File: src/wdt_pkg.sv
// Constants, field layout and types of the watchdog timer block.
// Assumes one clock for bus and counter; offsets are byte addresses.
package wdt_pkg;

	// ------------------------------------------------------------
	// Bus geometry and register offsets
	// ------------------------------------------------------------
	localparam int         ADDR_W       = 8;
	localparam int         DATA_W       = 32;
	localparam int         BE_W         = 4;
	localparam logic [7:0] OFF_CTRL     = 8'h00;
	localparam logic [7:0] OFF_UNLOCK   = 8'h04;
	localparam logic [7:0] OFF_EVT_STAT = 8'h08;
	localparam logic [7:0] OFF_EVT_CLR  = 8'h0C;
	localparam logic [7:0] OFF_EVT_EN   = 8'h10;
	localparam logic [7:0] OFF_COUNT    = 8'h14;

	// ------------------------------------------------------------
	// Unlock sequence
	// ------------------------------------------------------------
	localparam logic [7:0] UNLOCK_KEY1 = 8'h59;
	localparam logic [7:0] UNLOCK_KEY2 = 8'h16;
	localparam logic [7:0] UNLOCK_KEY3 = 8'h88;

	// ------------------------------------------------------------
	// Control register layout, bits [10:0]
	// ------------------------------------------------------------
	typedef struct packed {
		logic [2:0] interval_sel;
		logic       enable;
		logic       irq_en;
		logic       wake_flag;
		logic       wake_en;
		logic       irq_flag;
		logic       reset_flag;
		logic       reset_en;
		logic       clear;
	} wdt_ctrl_type;

	localparam int           CTRL_W     = 11;
	localparam int           LANE_LO_W  = 8;
	localparam wdt_ctrl_type CTRL_RESET = 11'h700;

	// ------------------------------------------------------------
	// Counting
	// ------------------------------------------------------------
	localparam int CNT_W      = 18;
	localparam int SHAMT_W    = 5;
	localparam int SEL_BASE   = 4;
	localparam int SEL_STEP   = 2;
	localparam int GRACE_CLKS = 1024;
	localparam int GRACE_W    = 11;
	localparam int RST_CLKS   = 63;
	localparam int RST_W      = 6;

	// ------------------------------------------------------------
	// Interrupt event bits
	// ------------------------------------------------------------
	localparam int EVT_W       = 3;
	localparam int EVT_TIMEOUT = 0;
	localparam int EVT_WAKE    = 1;
	localparam int EVT_RESET   = 2;

	// ------------------------------------------------------------
	// State machines
	// ------------------------------------------------------------
	typedef enum logic [3:0] {
		LK_LOCKED = 4'h1,
		LK_KEY1   = 4'h2,
		LK_KEY2   = 4'h4,
		LK_OPEN   = 4'h8
	} wdt_lock_type;

	typedef enum logic [2:0] {
		WD_RUN   = 3'h1,
		WD_GRACE = 3'h2,
		WD_RESET = 3'h4
	} wdt_state_type;

endpackage : wdt_pkg

File: src/wdt_top.sv
// Watchdog timer with write-protected control, Avalon-MM slave and interrupt.
// Assumes bus master, power-down level and counter share clk.
`timescale 1ns/10ps

module wdt_top
	import wdt_pkg::*;
(
	input  wire logic              clk,
	input  wire logic              rst_b,
	input  wire logic [ADDR_W-1:0] avs_address,
	input  wire logic              avs_read,
	input  wire logic              avs_write,
	input  wire logic [DATA_W-1:0] avs_writedata,
	input  wire logic [BE_W-1:0]   avs_byteenable,
	output logic [DATA_W-1:0]      avs_readdata,
	output logic                   avs_waitrequest,
	input  wire logic              power_down,
	output logic                   wdt_irq,
	output logic                   sys_reset_req,
	output logic                   wake_req
);

	// ------------------------------------------------------------
	// Declarations
	// ------------------------------------------------------------
	logic                wait_reg;
	logic                wait_next;
	logic [DATA_W-1:0]   rdata_reg;
	logic [DATA_W-1:0]   rdata_next;
	wdt_lock_type        lock_reg;
	wdt_lock_type        lock_next;
	wdt_ctrl_type        ctrl_reg;
	wdt_ctrl_type        ctrl_next;
	wdt_state_type       state_reg;
	wdt_state_type       state_next;
	logic [CNT_W-1:0]    cnt_reg;
	logic [CNT_W-1:0]    cnt_next;
	logic [GRACE_W-1:0]  grace_reg;
	logic [GRACE_W-1:0]  grace_next;
	logic [RST_W-1:0]    rst_cnt_reg;
	logic [RST_W-1:0]    rst_cnt_next;
	logic [EVT_W-1:0]    evt_stat_reg;
	logic [EVT_W-1:0]    evt_stat_next;
	logic [EVT_W-1:0]    evt_en_reg;
	logic [EVT_W-1:0]    evt_en_next;
	logic                irq_reg;
	logic                irq_next;
	logic                sys_rst_reg;
	logic                sys_rst_next;
	logic                wake_reg;
	logic                wake_next;
	logic                wr_take;
	logic                rd_take;
	logic [SHAMT_W-1:0]  shamt;
	logic [CNT_W:0]      limit;
	logic                hit;

	// ------------------------------------------------------------
	// Bus handshake
	// ------------------------------------------------------------
	assign wr_take = avs_write && !wait_reg;
	assign rd_take = avs_read && wait_reg;

	always_comb begin
		wait_next  = 1'b1;
		rdata_next = rdata_reg;
		if ((avs_read || avs_write) && wait_reg) begin
			wait_next = 1'b0;
		end
		if (rd_take) begin
			case (avs_address)
				OFF_CTRL:     rdata_next = {{(DATA_W-CTRL_W){1'b0}}, ctrl_reg};
				OFF_UNLOCK:   rdata_next = {{(DATA_W-1){1'b0}}, lock_reg == LK_OPEN};
				OFF_EVT_STAT: rdata_next = {{(DATA_W-EVT_W){1'b0}}, evt_stat_reg};
				OFF_EVT_EN:   rdata_next = {{(DATA_W-EVT_W){1'b0}}, evt_en_reg};
				OFF_COUNT:    rdata_next = {{(DATA_W-CNT_W){1'b0}}, cnt_reg};
				default:      rdata_next = '0;
			endcase
		end
	end

	always_ff @(posedge clk or negedge rst_b) begin
		if (!rst_b) begin
			wait_reg  <= 1'b1;
			rdata_reg <= '0;
		end else begin
			wait_reg  <= wait_next;
			rdata_reg <= rdata_next;
		end
	end

	// ------------------------------------------------------------
	// Unlock sequence
	// ------------------------------------------------------------
	always_comb begin
		lock_next = lock_reg;
		if (wr_take && avs_address == OFF_UNLOCK && avs_byteenable[0]) begin
			case (lock_reg)
				LK_LOCKED: begin
					lock_next = (avs_writedata[7:0] == UNLOCK_KEY1) ? LK_KEY1 : LK_LOCKED;
				end
				LK_KEY1: begin
					lock_next = (avs_writedata[7:0] == UNLOCK_KEY2) ? LK_KEY2 : LK_LOCKED;
				end
				LK_KEY2: begin
					lock_next = (avs_writedata[7:0] == UNLOCK_KEY3) ? LK_OPEN : LK_LOCKED;
				end
				LK_OPEN: begin
					lock_next = (avs_writedata[7:0] == UNLOCK_KEY1) ? LK_KEY1 : LK_LOCKED;
				end
				default: begin
					lock_next = LK_LOCKED;
				end
			endcase
		end
	end

	always_ff @(posedge clk or negedge rst_b) begin
		if (!rst_b) begin
			lock_reg <= LK_LOCKED;
		end else begin
			lock_reg <= lock_next;
		end
	end

	// ------------------------------------------------------------
	// Timeout detection
	// ------------------------------------------------------------
	assign shamt = SHAMT_W'(SEL_BASE + SEL_STEP * int'(ctrl_reg.interval_sel));
	assign limit = (CNT_W+1)'(1) << shamt;
	assign hit   = ({1'b0, cnt_reg} == (limit - (CNT_W+1)'(1)));

	// ------------------------------------------------------------
	// Watchdog core
	// ------------------------------------------------------------
	always_comb begin
		ctrl_next     = ctrl_reg;
		state_next    = state_reg;
		cnt_next      = cnt_reg;
		grace_next    = grace_reg;
		rst_cnt_next  = rst_cnt_reg;
		evt_stat_next = evt_stat_reg;
		evt_en_next   = evt_en_reg;
		wake_next     = 1'b0;

		// Software side first, hardware sets below win
		if (ctrl_reg.clear) begin
			ctrl_next.clear = 1'b0;
		end
		if (wr_take && avs_address == OFF_CTRL && lock_reg == LK_OPEN) begin
			if (avs_byteenable[0]) begin
				ctrl_next.enable  = avs_writedata[7];
				ctrl_next.irq_en  = avs_writedata[6];
				ctrl_next.wake_en = avs_writedata[4];
				ctrl_next.reset_en = avs_writedata[1];
				if (avs_writedata[5]) begin
					ctrl_next.wake_flag = 1'b0;
				end
				if (avs_writedata[3]) begin
					ctrl_next.irq_flag = 1'b0;
				end
				if (avs_writedata[2]) begin
					ctrl_next.reset_flag = 1'b0;
				end
				if (avs_writedata[0]) begin
					ctrl_next.clear = 1'b1;
				end
			end
			if (avs_byteenable[1]) begin
				ctrl_next.interval_sel = avs_writedata[CTRL_W-1:LANE_LO_W];
			end
		end
		if (wr_take && avs_address == OFF_EVT_EN && avs_byteenable[0]) begin
			evt_en_next = avs_writedata[EVT_W-1:0];
		end
		if (wr_take && avs_address == OFF_EVT_CLR && avs_byteenable[0]) begin
			evt_stat_next = evt_stat_reg & ~avs_writedata[EVT_W-1:0];
		end

		// Counter and timeout sequence
		case (state_reg)
			WD_RUN: begin
				if (!ctrl_reg.enable) begin
					cnt_next = '0;
				end else if (ctrl_reg.clear) begin
					cnt_next = '0;
				end else begin
					cnt_next = cnt_reg + CNT_W'(1);
					if (hit) begin
						state_next = WD_GRACE;
						grace_next = '0;
						evt_stat_next[EVT_TIMEOUT] = 1'b1;
						if (ctrl_reg.irq_en) begin
							ctrl_next.irq_flag = 1'b1;
						end
						if (ctrl_reg.wake_en && power_down) begin
							ctrl_next.wake_flag = 1'b1;
							wake_next = 1'b1;
							evt_stat_next[EVT_WAKE] = 1'b1;
						end
					end
				end
			end
			WD_GRACE: begin
				if (!ctrl_reg.enable) begin
					cnt_next   = '0;
					state_next = WD_RUN;
				end else if (ctrl_reg.clear) begin
					cnt_next   = '0;
					state_next = WD_RUN;
				end else begin
					cnt_next   = cnt_reg + CNT_W'(1);
					grace_next = grace_reg + GRACE_W'(1);
					if (grace_reg == GRACE_W'(GRACE_CLKS - 1)) begin
						if (ctrl_reg.reset_en) begin
							state_next    = WD_RESET;
							rst_cnt_next  = '0;
							ctrl_next     = CTRL_RESET;
							ctrl_next.reset_flag = 1'b1;
							ctrl_next.wake_flag  = ctrl_reg.wake_flag | ctrl_next.wake_flag;
							evt_stat_next[EVT_RESET] = 1'b1;
						end else begin
							state_next = WD_RUN;
						end
					end
				end
			end
			WD_RESET: begin
				cnt_next     = '0;
				ctrl_next.enable = 1'b0;
				rst_cnt_next = rst_cnt_reg + RST_W'(1);
				if (rst_cnt_reg == RST_W'(RST_CLKS - 1)) begin
					state_next = WD_RUN;
				end
			end
			default: begin
				state_next = WD_RUN;
				cnt_next   = '0;
			end
		endcase
	end

	// ------------------------------------------------------------
	// Outputs
	// ------------------------------------------------------------
	always_comb begin
		irq_next     = (ctrl_next.irq_flag && ctrl_next.irq_en) || |(evt_stat_next & evt_en_next);
		sys_rst_next = (state_next == WD_RESET);
	end

	always_ff @(posedge clk or negedge rst_b) begin
		if (!rst_b) begin
			ctrl_reg     <= CTRL_RESET;
			state_reg    <= WD_RUN;
			cnt_reg      <= '0;
			grace_reg    <= '0;
			rst_cnt_reg  <= '0;
			evt_stat_reg <= '0;
			evt_en_reg   <= '0;
			irq_reg      <= 1'b0;
			sys_rst_reg  <= 1'b0;
			wake_reg     <= 1'b0;
		end else begin
			ctrl_reg     <= ctrl_next;
			state_reg    <= state_next;
			cnt_reg      <= cnt_next;
			grace_reg    <= grace_next;
			rst_cnt_reg  <= rst_cnt_next;
			evt_stat_reg <= evt_stat_next;
			evt_en_reg   <= evt_en_next;
			irq_reg      <= irq_next;
			sys_rst_reg  <= sys_rst_next;
			wake_reg     <= wake_next;
		end
	end

	assign avs_readdata    = rdata_reg;
	assign avs_waitrequest = wait_reg;
	assign wdt_irq         = irq_reg;
	assign sys_reset_req   = sys_rst_reg;
	assign wake_req        = wake_reg;

endmodule : wdt_top

File: config.mk
export PLATFORM = sky130hd
export DESIGN_NAME = wdt_top
export DESIGN_NICKNAME = d
export VERILOG_FILES = /design/src/wdt_pkg.sv /design/src/wdt_top.sv
export SDC_FILE = /design/constraint.sdc
export NUM_CORES = 1
export LEC_CHECK = 0
export BUFFER_PORTS_ARGS = -buffer_cell sky130_fd_sc_hd__buf_2
export CAP_MARGIN = 20
export CORE_ASPECT_RATIO = 1.75
export CORE_MARGIN = 3
export CORE_UTILIZATION = 55
export CTS_BUF_LIST = sky130_fd_sc_hd__clkbuf_8
export CTS_CLUSTER_SIZE = 24
export DETAILED_ROUTE_END_ITERATION = 8
export GPL_TIMING_DRIVEN = 0
export PLACE_DENSITY = 0.89
export SLEW_MARGIN = 10
export SYNTH_ARGS = -nofsm -noshare
export SYNTH_HDL_FRONTEND = slang
export SYNTH_SLANG_ARGS = --single-unit
File: constraint.sdc
create_clock -name clk -period 5 [get_ports clk]
set_input_delay 0.25 -clock clk [delete_from_list [all_inputs] [get_ports clk]]
set_output_delay 0.25 -clock clk [all_outputs]
set_load 0.02 [all_outputs]
## Yosys cells after proc, flatten, opt, wreduce, memory -nomap -nowiden

Index checks and enable logic that the tools add are counted.
Widths: inputs -> output; s select.

| storage, ports and cells | value |
|---|---|
| bits in registers | 95 |
| input port bits | 49 |
| word-level logic and storage cells | 153 |

| operators by class | value |
|---|---|
| add/subtract/negate cells | 5 |
| equality and inequality tests | 27 |
| shift-type cells | 1 |
| mux-type cells | 72 |
| bitwise gates (word level) | 3 |
| reduce and logical (&&, ||, !) cells | 24 |

Operator list:

| cell | number |
|---|---|
| $mux 11 | 10 |
| $pmux 18 s5 | 1 |
| $mux 18 | 3 |
| $mux 3 | 14 |
| $mux 1 | 26 |
| $eq 8x5->1 const B | 3 |
| $mux 6 | 4 |
| $pmux 11 s2 | 1 |
| $eq 18x19->1 | 1 |
| $shl 1x5->19 const A | 1 |
| $sub 19x1->19 const B | 1 |
| $add 18x1->18 const B | 1 |
| $eq 8x4->1 const B | 2 |
| $ne 2x2->1 const B | 7 |
| $logic_and 1x1->1 | 13 |
| $pmux 4 s3 | 1 |
| $pmux 6 s2 | 1 |
| $add 11x1->11 const B | 1 |
| $eq 11x10->1 const B | 1 |
| $mux 2 | 5 |
| $pmux 3 s3 | 1 |
| $eq 8x3->1 const B | 1 |
| $eq 8x7->1 const B | 1 |
| $eq 8x8->1 const B | 1 |
| 24 further kinds | 31 |

## Longest topological paths before layout

Gate-level depths: netlist of the first run.

| depth | value |
|---|---|
| depth in word-level cells | 13 |
| gate-level depth with buffers | 15 |
| depth with buffers taken out | 11 |

## Least setup slack after synthesis of the first run

No wires, ideal clock.

| timing path | value |
|---|---|
| path type | reg-to-reg |
| from | register ctrl_reg[9] (netlist bit) |
| to | register grace_reg[0] |
| library setup time | 125 ps |
| arrival | 3013 ps |
| required time | 4875 ps |
| slack | 1862 ps |
| stages on the path, launching flop included | 13 |
| path buffers | 1 |
| cells stage by stage | dfstp_2 -> ha_1 -> nor2b_1 -> buf_2 -> nand3_1 -> ha_1 -> or3_1 -> a21boi_1 -> o21a_1 -> o21ai_1 -> or4_4 -> a21o_1 -> mux2_4 |

| between the ends | value |
|---|---|
| cells in the longest elaborated chain, start to end | 6 |

RTL lines:

| element | line | RTL |
|---|---|---|
| start: declaration | wdt_top.sv:32 | `wdt_ctrl_type ctrl_reg;` |
| start signal: assignment | wdt_top.sv:264 | `ctrl_reg <= ctrl_next;` |
| $add 3x4->5 | wdt_top.sv:129 | `assign shamt = SHAMT_W'(SEL_BASE + SEL_STEP * int'(ctrl_reg.interval_sel));` |
| $shl 1x5->19 | wdt_top.sv:130 | `assign limit = (CNT_W+1)'(1) << shamt;` |
| $sub 19x1->19 | wdt_top.sv:131 | `assign hit = ({1'b0, cnt_reg} == (limit - (CNT_W+1)'(1)));` |
| $eq 18x19->1 | wdt_top.sv:131 |  |
| $ne 2x2->1 (no source line) | - |  |
| $reduce_and 6->1 (no source line) | - |  |
| end signal: assignment | wdt_top.sv:267 | `grace_reg <= grace_next;` |
| end: declaration | wdt_top.sv:38 | `logic [GRACE_W-1:0] grace_reg;` |

No other way between the ends.
A chain may end at the register's enable or synchronous reset.

## Worst setup path after layout of the first run

| timing path | value |
|---|---|
| from | register ctrl_reg[10] (netlist bit) |
| to | register wake_reg, in the netlist wake_req |

| between the ends | value |
|---|---|
| cells in the longest elaborated chain, start to end | 8 |

RTL lines:

| element | line | RTL |
|---|---|---|
| $add 3x4->5 | wdt_top.sv:129 |  |
| $shl 1x5->19 | wdt_top.sv:130 |  |
| $sub 19x1->19 | wdt_top.sv:131 |  |
| $eq 18x19->1 | wdt_top.sv:131 |  |
| $mux 1 | wdt_top.sv:189 | `if (hit) begin` |
| $mux 1 | wdt_top.sv:185 | `end else if (ctrl_reg.clear) begin` |
| $mux 1 | wdt_top.sv:183 | `if (!ctrl_reg.enable) begin` |
| $mux 1 | wdt_top.sv:181 | `case (state_reg)` |
| net wake_next | wdt_top.sv:51 | `logic wake_next;` |
| end signal: assignment | wdt_top.sv:273 | `wake_reg <= wake_next;` |
| end: declaration | wdt_top.sv:50 | `logic wake_reg;` |

The timed path passes the listed nets, and every way through them passes these cells.

==> qor.csv, run 1 <==
stage;metric;value;unit
routing;routed_wl;11.3;mm
yosys;synthArstFlopShare;100;%
setup_path;critical_path.max_stage_delay;0.59;ns
sta;timing_max_transition_violations_final;0;
pwr;p_comb_share;6.0;%
yosys;syn_inst;519;
placement;dp_slack;1.48;ns
routing;postRouteAntennaNets;0;
cts;clk_latency;0.37;ns
pwr;p_sw_share;24.1;%
routing;vias;4048;
cts;cts-root-buf;clkbuf_8;
setup_path;end_kind;flip-flop;
yosys;yosysMostFrequentCell;dfrtp_1;
floorplanning;core;0.00807;mm2
floorplanning;die_area;0.00962;mm2
yosys;synth_top_family_by_area;simple AND/OR/NAND/NOR gates;
placement;gp_congestion;0.914;
setup_path;crit_cells;14;
routing;drtIter0Drc;342;
setup_path;path_max_fanout;10;
worst_hold_path;min_path_cells;2;
routing;met3WireLength;438;um
floorplanning;start_util;57.5;%
yosys;synth_seq_cells;81;
floorplanning;num_rows;43;
sta;fin_ws;1.43;ns
setup_path;cp-start-kind;flip-flop;
routing;wl_met1;4.17;mm
sta;setup_violations;0;
layout;n_antenna_cell;0;
status;status;completed;
setup_path;rr_worst_depth;14;
global_route;grt.total_usage;24.8;%
yosys;synth_top_area_share;40.4;%
sta;max_clock_freq;0.280;GHz
global_route;grt_pass1_vias;4086;
cts;cts_sinks;81;
pwr;p_total;1.22;mW
worst_hold_path;hold_class;in -> reg;
pwr;p_per_area;231;mW/mm2
sta;rsz0062_at_grt;no;
global_route;antenna_found_initial;0;
sta;fin_tns_setup;0;ns
sta;finalCriticalPeriod;3.57;ns
routing;drtPass1Iterations;4;
pwr;irDropWorstVdd;0.278;mV
sta;finalHoldViolations;0;
placement;io_buffers;47;
yosys;syn_area_per_cell;8.94;um2
yosys;synth_ff_type;dfrtp_1;
setup_path;worstPathRequired;5.29;ns
yosys;synthTopCellsByCount;dfrtp_1, nand2_1, o21ai_0;
sta;slew_headroom;50.1;%
pwr;pwr-share-seq;54.1;%
layout;fillerInstances;637;
pwr;p_int;923;uW
yosys;synth_xor_area_share;4.91;%
sta;worstMarginPinSlew;0.738;ns
routing;routed-wl-met2;6.16;mm
yosys;synthAdderAreaFrac;1.62;%
sta;finalCritPeriodShare;71.4;%
cts;htree_levels;3;
yosys;synth_top_area_cell;dfrtp_1;
setup_path;cp_num_buf_inv;4;
yosys;yosys-top-cells-area;dfrtp_1, nand2_1, o21ai_0;
sta;hold_slack;0.0430;ns
sta;fin_skew;0.00779;ns
layout;fin_cells;687;
yosys;synth_compound_area_share;14.3;%
yosys;yosys.cell_types.count;63;
cts;post_cts_buffers;0;
cts;cts_buffers;9;
routing;dr.max_layer_used;met4;
setup_path;crit_arrival;3.86;ns
pwr;clock_power_share;39.9;%
yosys;yosys.area_share.simple;25.6;%
cts;tritoncts;yes;
yosys;synth_edf_count;0;
flow_run;maxCapViolCount;0;
routing;drc;0;
cts;cts_buffer_depth;2;
layout;syn_to_final_growth;13.7;%
routing;vias_per_cell;5.89;
global_route;grt_overflow;0;
placement;place_inst;670;
pwr;p_sw;294;uW
global_route;grt_pass1_wl;18.4;mm
layout;fin_nets;647;
yosys;netlist_area;0.00464;mm2
setup_path;worstSetupPathType;reg -> reg;
yosys;yosysWarnings;0;
routing;drt-wirelength-per-cell;16.5;um
floorplanning;io_pins;85;
global_route;grt_max_degree;48;
setup_path;crit_family;simple AND/OR/NAND/NOR gates;
cts;path_clk_slew;0.09;ns
floorplanning;die-width;75.4;um
cts;postCtsResizedCells;0;
setup_path;path_cells;ha_1, buf_6, buf_2, inv_1, nand3_1, ha_1, buf_2, xnor2_1, nand4_1, a311oi_1, nand4_1, or4_4, or2_1, nor2_1;
pwr;power_leakage;2.44;nW
floorplanning;die-height;128;um
placement;detailed_place_hpwl;8.64;mm
yosys;synthMuxAreaShare;3.10;%
layout;drive_gt1_share;17.8;%
setup_path;crit_slowest_cell;dfstp_2;
yosys;ys_seq_area_share;43.8;%
## cell usage in the layout, fill, tap and decap left out, types with 10 or more instances in the layout
cell / instances
clkbuf_8: 10
a22oi_1: 11
nand3_1: 30
inv_1: 12
buf_2: 56
o21ai_0: 38
conb_1: 14
clkbuf_1: 18
dfrtp_1: 75
xnor2_1: 10
xor2_1: 16
buf_4: 15
nand4_1: 10
or3_1: 13
nand2_1: 74
nor2_1: 36
a21oi_1: 20
nor3_1: 12
## worst reg2reg max path, cell delays in order (launching register included)
cell	delay [ns]
dfstp_2	0.59
ha_1	0.18
buf_6	0.14
buf_2	0.22
inv_1	0.12
nand3_1	0.10
ha_1	0.24
buf_2	0.27
xnor2_1	0.15
nand4_1	0.11
a311oi_1	0.21
nand4_1	0.10
or4_4	0.55
or2_1	0.33
nor2_1	0.20
## power groups by stage
stage,Sequential [mW],Combinational [mW],Clock (mW)
3_5_place_dp,0.672,0.0716,0
6_report,0.659,0.0725,0.486
4_1_cts,0.659,0.0724,0.487
5_1_grt,0.659,0.0801,0.518
2_1_floorplan,0.673,0.0345,0
3_3_place_gp,0.671,0.0674,0
## through the flow
step | util (%) | cell area [um2]
after detailed placement | 62.8 | 5070
after CTS | 65.4 | 5280
final | 65.4 | 5280
after global placement | 62.4 | 5040
after floorplan | - | 4690
after global routing | 65.4 | 5280
## what timing repair did
item,4_1_cts,5_1_grt
hold buffers,1,0
endpoints found under the hold margin,33,0
endpoints found under the setup margin,0,0
## worst paths after layout
| path | from | end | slack, ns |
|---|---|---|---|
| worst max-delay path | ctrl_reg[10] | wake_req | 1.43 |
| worst min-delay path | avs_read | avs_waitrequest | 0.04 |
| worst max register to register | ctrl_reg[10] | wake_req | 1.43 |
| worst min register to register | avs_readdata[12] | avs_readdata[12] | 0.48 |
| max in group asynchronous | rst_b | lock_reg[0] | 4.00 |
| min in group asynchronous | rst_b | cnt_reg[11] | 0.37 |
## layout make-up
type / count / area (um2) / area share [%]
clock inverters: 6 / 60.1 / 1.14
clock buffers: 10 / 138 / 2.61
well taps: 90 / 113 / 2.13
multi-input cells: 395 / 2350 / 44.6
plain buffers: 46 / 268 / 5.07
repair buffers: 49 / 275 / 5.22
flip-flops and latches: 81 / 2030 / 38.6
inverters: 10 / 37.5 / 0.711
## cell families (layout without fill, tap and decap cells)
| family | Yosys count | in the layout |
|---|---|---|
| XOR/XNOR | 26 | 26 |
| multiplexers | 13 | 13 |
| adder cells (fa/ha/maj) | 6 | 6 |
| AND/OR/NAND/NOR | 229 | 229 |
| flip-flops | 81 | 81 |
| other | 1 | 14 |
| AO/OA/AOI/OAI | 107 | 107 |
| buffers and inverters | 56 | 121 |
## metal layers
metal	up-vias	track usage, %
li1	1952	-
met1	1952	26.1
met2	108	44.1
met3	36	5.67
met4	0	12.7
met5	-	0
Power figures use the tool's default switching activity.
==> run 2: changes to the inputs <==
==> constraint.sdc (replaced) <==
create_clock -name clk -period 3.3 [get_ports clk]
set_input_delay 0.165 -clock clk [delete_from_list [all_inputs] [get_ports clk]]
set_output_delay 0.165 -clock clk [all_outputs]
set_load 0.02 [all_outputs]
==> run 2 against run 1 <==
Final area up 2.0%. Sequential cell count unchanged. Worst setup slack worse by 1.3 ns. Power up 52%. Critical path type unchanged.
==> qor.csv, run 2 (synthesis results as in run 1) <==
stage;metric;value;unit
setup_path;worstPathRequired;3.55;ns
setup_path;crit_arrival;3.47;ns
setup_path;r2r-start;ctrl_reg[9];
sta;max_clock_freq;0.311;GHz
floorplanning;io_pins;85;
global_route;grt_pass1_vias;4111;
status;status;completed;
setup_path;critical_path.max_stage_delay;0.58;ns
floorplanning;die-height;128;um
setup_path;crit_slowest_cell;dfstp_2;
setup_path;path_max_fanout;10;
global_route;grt_overflow;0;
cts;htree_levels;3;
cts;cts_buffers;9;
global_route;antenna_found_initial;0;
sta;finalCriticalPeriod;3.22;ns
routing;drt-wirelength-per-cell;16.7;um
setup_path;cp_num_buf_inv;2;
routing;drtPass1Iterations;5;
layout;n_antenna_cell;0;
sta;worstMarginPinSlew;0.757;ns
global_route;grt.total_usage;25.1;%
cts;cts-root-buf;clkbuf_8;
sta;slew_headroom;48.8;%
sta;timing_max_transition_violations_final;0;
setup_path;crit_family;simple AND/OR/NAND/NOR gates;
layout;final_common_cell;dfrtp_1;
sta;finalCritPeriodShare;97.5;%
layout;syn_to_final_growth;16.0;%
layout;fillerInstances;617;
placement;dp_slack;-0.217;ns
routing;postRouteAntennaNets;0;
pwr;power_leakage;2.48;nW
sta;fin_ws;0.0822;ns
setup_path;end_kind;flip-flop;
cts;clk_latency;0.37;ns
setup_path;r2r-end;grace_reg[0];
setup_path;endpoint;grace_reg[0];
global_route;grt_pass1_wl;18.7;mm
sta;fin_skew;0.00788;ns
setup_path;crit_cells;13;
routing;vias_per_cell;6.01;
routing;vias;4164;
global_route;grt_max_degree;48;
pwr;p_per_area;344;mW/mm2
setup_path;reg2reg_slack;0.08;ns
layout;fin_cells;693;
routing;routed_wl;11.6;mm
placement;detailed_place_hpwl;8.64;mm
cts;path_clk_slew;0.08;ns
sta;finalHoldViolations;0;
sta;setup_violations;0;
floorplanning;num_rows;43;
layout;multi_input_area;0.00239;mm2
setup_path;cp-start-kind;flip-flop;
setup_path;rr_worst_depth;13;
cts;cts_buffer_depth;2;
placement;io_buffers;47;
setup_path;critical_path.startpoint;ctrl_reg[9];
cts;tritoncts;yes;
placement;place_inst;670;
setup_path;path_cells;ha_4, nor2b_1, buf_4, nand3_2, ha_4, buf_8, xnor2_1, nand4_1, a311oi_1, nand4_1, or4_4, a21o_1, mux2_4;
layout;fin_nets;653;
flow_run;maxCapViolCount;0;
routing;drtIter0Drc;329;
layout;fin_area;0.00538;mm2
layout;most-common-layout-cells;dfrtp_1, nand2_1, buf_2;
setup_path;worstSetupPathType;reg -> reg;
floorplanning;core;0.00807;mm2
worst_hold_path;hold_class;in -> reg;
layout;drive_gt1_share;19.1;%
routing;drc;0;
placement;place_area;0.00507;mm2
cts;cts_sinks;81;
pwr;irDropWorstVdd;0.430;mV
layout;regArea;0.00203;mm2
floorplanning;start_util;57.5;%
floorplanning;die_area;0.00962;mm2
floorplanning;die-width;75.4;um
placement;gp_congestion;0.914;
## run 2: cell count changes in the layout (fill, tap and decap cells not counted), moves of 2 or more
cell           before  now
ha_4                0    2
buf_4              15   21
buf_2              56   52
dlygate4sd3_1       1    3
ha_1                6    4
## run 2: tightest hold or removal path, stage by stage
cell and delay (ns):
buf_2 0.08, mux2i_1 0.05, nand2_1 0.06
## run 2: metrics by stage
step / utilization (%) / power, mW / setup TNS (ns) / hold slack, ns
6_report: 66.7 / 1.85 / 0 / 0.0277
5_1_grt: 66.7 / 1.91 / -0.00100 / 0.0390
4_1_cts: 66.1 / 1.85 / 0 / 0.0186
3_5_place_dp: 62.8 / 1.13 / -2.73 / 0.144
3_3_place_gp: 62.4 / 1.12 / -1.34 / 0.329
2_1_floorplan: - / 1.07 / 0 / -0.131
## run 2: what timing repair did
action                                 in CTS  in global routing
setup endpoints to repair                  19                 16
endpoints found under the hold margin      34                  0
cloned                                      0                  0
resized for setup                           7                  7
pin swaps                                   0                  5
hold buffers                                3                  0
buffers inserted                            2                  2
## run 2: where the power goes
| group | total (mW) | internal (mW) | switching, mW | leakage, nW |
|---|---|---|---|---|
| Combinational | 0.114 | 0.0413 | 0.0723 | 1.28 |
| Clock | 0.738 | 0.365 | 0.373 | 0.0971 |
| Sequential | 0.998 | 0.996 | 0.00254 | 1.10 |
## run 2: metal layers
metal,GRT usage (%),part of all wire [%],wire length [um],vias to the layer above
met5,0,0,0,-
met4,12.6,4.9,572,0
met3,5.43,4.2,483,39
met2,44.6,54,6310,152
met1,26.9,36,4230,2013
li1,-,-,-,1960
## run 2: worst min-delay path by stage
stage | slack [ns] | depth (start not counted) | endpoint | startpoint
after floorplan | -0.13 | 0 | avs_readdata[0] | rst_b
after global routing | 0.04 | 3 | ctrl_reg[8] | avs_writedata[8]
after CTS | 0.02 | 3 | ctrl_reg[10] | avs_writedata[10]
after detailed placement | 0.14 | 1 | cnt_reg[11] | rst_b
after global placement | 0.33 | 2 | avs_waitrequest | avs_read
final | 0.03 | 3 | ctrl_reg[10] | avs_writedata[10]
## run 2: area by class of cell
type / instances / area share [%]
buffer: 46 / 5.37
clock buffer: 10 / 2.56
clock inverter: 6 / 1.12
inverter: 10 / 0.697
multi-input combinational: 395 / 44.3
sequential: 81 / 37.8
tap: 90 / 2.09
timing repair buffer: 55 / 6.04
==> run 3: changes to the inputs <==
--- a/config.mk
+++ b/config.mk
@@ -15,6 +15,7 @@
 export DETAILED_ROUTE_END_ITERATION = 8
 export GPL_TIMING_DRIVEN = 0
 export PLACE_DENSITY = 0.89
+export REMOVE_ABC_BUFFERS = 1
 export SLEW_MARGIN = 10
 export SYNTH_ARGS = -nofsm -noshare
 export SYNTH_HDL_FRONTEND = slang
==> run 3 against run 2 <==
Clock power decreased by 7.7%. Register-to-register slack about the same. Routed wire length down 4.6%. Utilization down 3.0 points. Clock skew grew 0.0014 ns. Maximum frequency is 0.35% higher. Worst hold slack worse by 0.0056 ns. Critical endpoint unchanged. Final area decreased by 4.4%. Combinational power shrank 17%. Sequential power hardly changed.
==> qor.csv, run 3 (synthesis results as in run 1) <==
stage;metric;value;unit
status;status;completed;
pwr;power_leakage;2.36;nW
sta;setup_violations;0;
floorplanning;start_util;57.5;%
worst_hold_path;hold_class;in -> reg;
cts;cts_sinks;81;
setup_path;crit_arrival;3.45;ns
cts;cts_buffer_depth;2;
placement;gp_congestion;0.858;
sta;fin_tns_setup;0;ns
sta;slew_headroom;44.6;%
routing;postRouteAntennaNets;0;
layout;regArea;0.00203;mm2
cts;tritoncts;yes;
setup_path;r2r-start;ctrl_reg[10];
layout;syn_to_final_growth;10.8;%
setup_path;path_max_fanout;6;
layout;n_antenna_cell;0;
layout;fillerInstances;636;
floorplanning;die-height;128;um
sta;finalCriticalPeriod;3.21;ns
layout;final_common_cell;dfrtp_1;
cts;clk_latency;0.37;ns
pwr;irDropWorstVdd;0.203;mV
global_route;grt_pass1_wl;17.7;mm
floorplanning;io_pins;85;
placement;dp_slack;-0.835;ns
flow_run;maxCapViolCount;0;
sta;fin_ws;0.0935;ns
global_route;grt_max_degree;56;
setup_path;reg2reg_slack;0.09;ns
routing;routed_wl;11.1;mm
global_route;grt.total_usage;23.9;%
setup_path;rr_worst_depth;11;
sta;rsz0062_at_grt;yes;
sta;hold_slack;0.0221;ns
floorplanning;die-width;75.4;um
sta;finalCritPeriodShare;97.2;%
layout;drive_gt1_share;16.7;%
setup_path;end_kind;flip-flop;
cts;cts_buffers;9;
cts;htree_levels;3;
sta;finalHoldViolations;0;
layout;multi_input_area;0.00240;mm2
floorplanning;die_area;0.00962;mm2
worst_hold_path;min_path_cells;3;
routing;drtPass1Iterations;7;
sta;max_clock_freq;0.312;GHz
routing;drc;0;
layout;fin_nets;614;
routing;drt-wirelength-per-cell;16.9;um
sta;timing_max_transition_violations_final;0;
global_route;grt_overflow;0;
worst_hold_path;hold_end;ctrl_reg[8];
pwr;p_total;1.78;mW
placement;detailed_place_hpwl;7.82;mm
pwr;p_per_area;345;mW/mm2
cts;cts-root-buf;clkbuf_8;
setup_path;worstSetupPathType;reg -> reg;
global_route;antenna_found_initial;0;
routing;drtIter0Drc;318;
floorplanning;core;0.00807;mm2
global_route;grt_pass1_vias;3921;
worst_hold_path;hold_start;avs_writedata[8];
setup_path;worstPathRequired;3.55;ns
floorplanning;num_rows;43;
sta;fin_skew;0.00929;ns
routing;vias_per_cell;6.25;
routing;vias;4088;
placement;io_buffers;47;
layout;most-common-layout-cells;dfrtp_1, nand2_1, buf_2;
setup_path;r2r-end;grace_reg[0];
setup_path;cp-start-kind;flip-flop;
layout;final_util;63.8;%
cts;path_clk_slew;0.07;ns
sta;worstMarginPinSlew;0.828;ns
[run 3: cell types whose count changed in the layout (fill, tap and decap cells not counted), moves of 3 or more]
| cell | before | now |
|---|---|---|
| clkinvlp_4 | 3 | 0 |
| clkinv_2 | 0 | 3 |
| buf_4 | 21 | 11 |
| buf_6 | 5 | 1 |
| buf_2 | 52 | 46 |
| clkbuf_1 | 18 | 0 |
[run 3: cell type report]
cell class                      count  area share (%)
Multi-Input combinational cell    395            46.6
Sequential cell                    81            39.5
Timing Repair Buffer               62            7.42
Clock buffer                        9            2.41
Tap cell                           90            2.19
Clock inverter                      7            1.09
Inverter                           10           0.730
[run 3: worst max-delay path by stage]
stage                         endpoint    startpoint  slack (ns)
after detailed placement  grace_reg[0]   ctrl_reg[9]       -0.84
after CTS                 grace_reg[0]  ctrl_reg[10]        0.06
final                     grace_reg[0]  ctrl_reg[10]        0.09
after global routing      grace_reg[0]  ctrl_reg[10]       -0.03
after floorplan           grace_reg[0]   ctrl_reg[9]       -0.35
after global placement    grace_reg[0]   ctrl_reg[9]       -0.74
[run 3: per-layer routing]
layer | wire (um) | vias up | share of wire, % | global-route usage (%)
li1 | - | 1889 | - | -
met1 | 4100 | 1965 | 37 | 25.5
met2 | 5870 | 180 | 53 | 40.9
met3 | 538 | 54 | 4.9 | 5.59
met4 | 562 | 0 | 5.1 | 14.5
met5 | 0 | - | 0 | 0
[run 3: where the power goes]
part	total [mW]	internal [mW]	switching, mW
sequential	1.00	0.996	0.00331
clock	0.681	0.337	0.344
combinational	0.0943	0.0277	0.0666
[run 3: repair_timing]
item / 4_1_cts / 5_1_grt
pin swaps: 2 / 5
setup endpoints to repair: 19 / 14
buffers inserted: 6 / 4
hold buffers: 3 / 0
gates resized for setup: 6 / 3
hold endpoints to repair: 26 / 0
[run 3: worst max-delay path, cell delays in order, from the launching register on]
cell and delay [ns]:
dfstp_2 0.59, ha_4 0.24, nor2b_4 0.16, nand3_2 0.12, ha_4 0.30, xor2_1 0.15
nand4_1 0.12, a311oi_2 0.21, nand4_1 0.13, or4_4 0.58, a21o_1 0.21, mux2_4 0.26
[run 3: through the flow]
step / instance area (um2) / instances
final: 5140 / 654
after detailed placement: 4810 / 625
after CTS: 5100 / 650
after global routing: 5140 / 654
after global placement: 4770 / 623
after floorplan: 4420 / 486
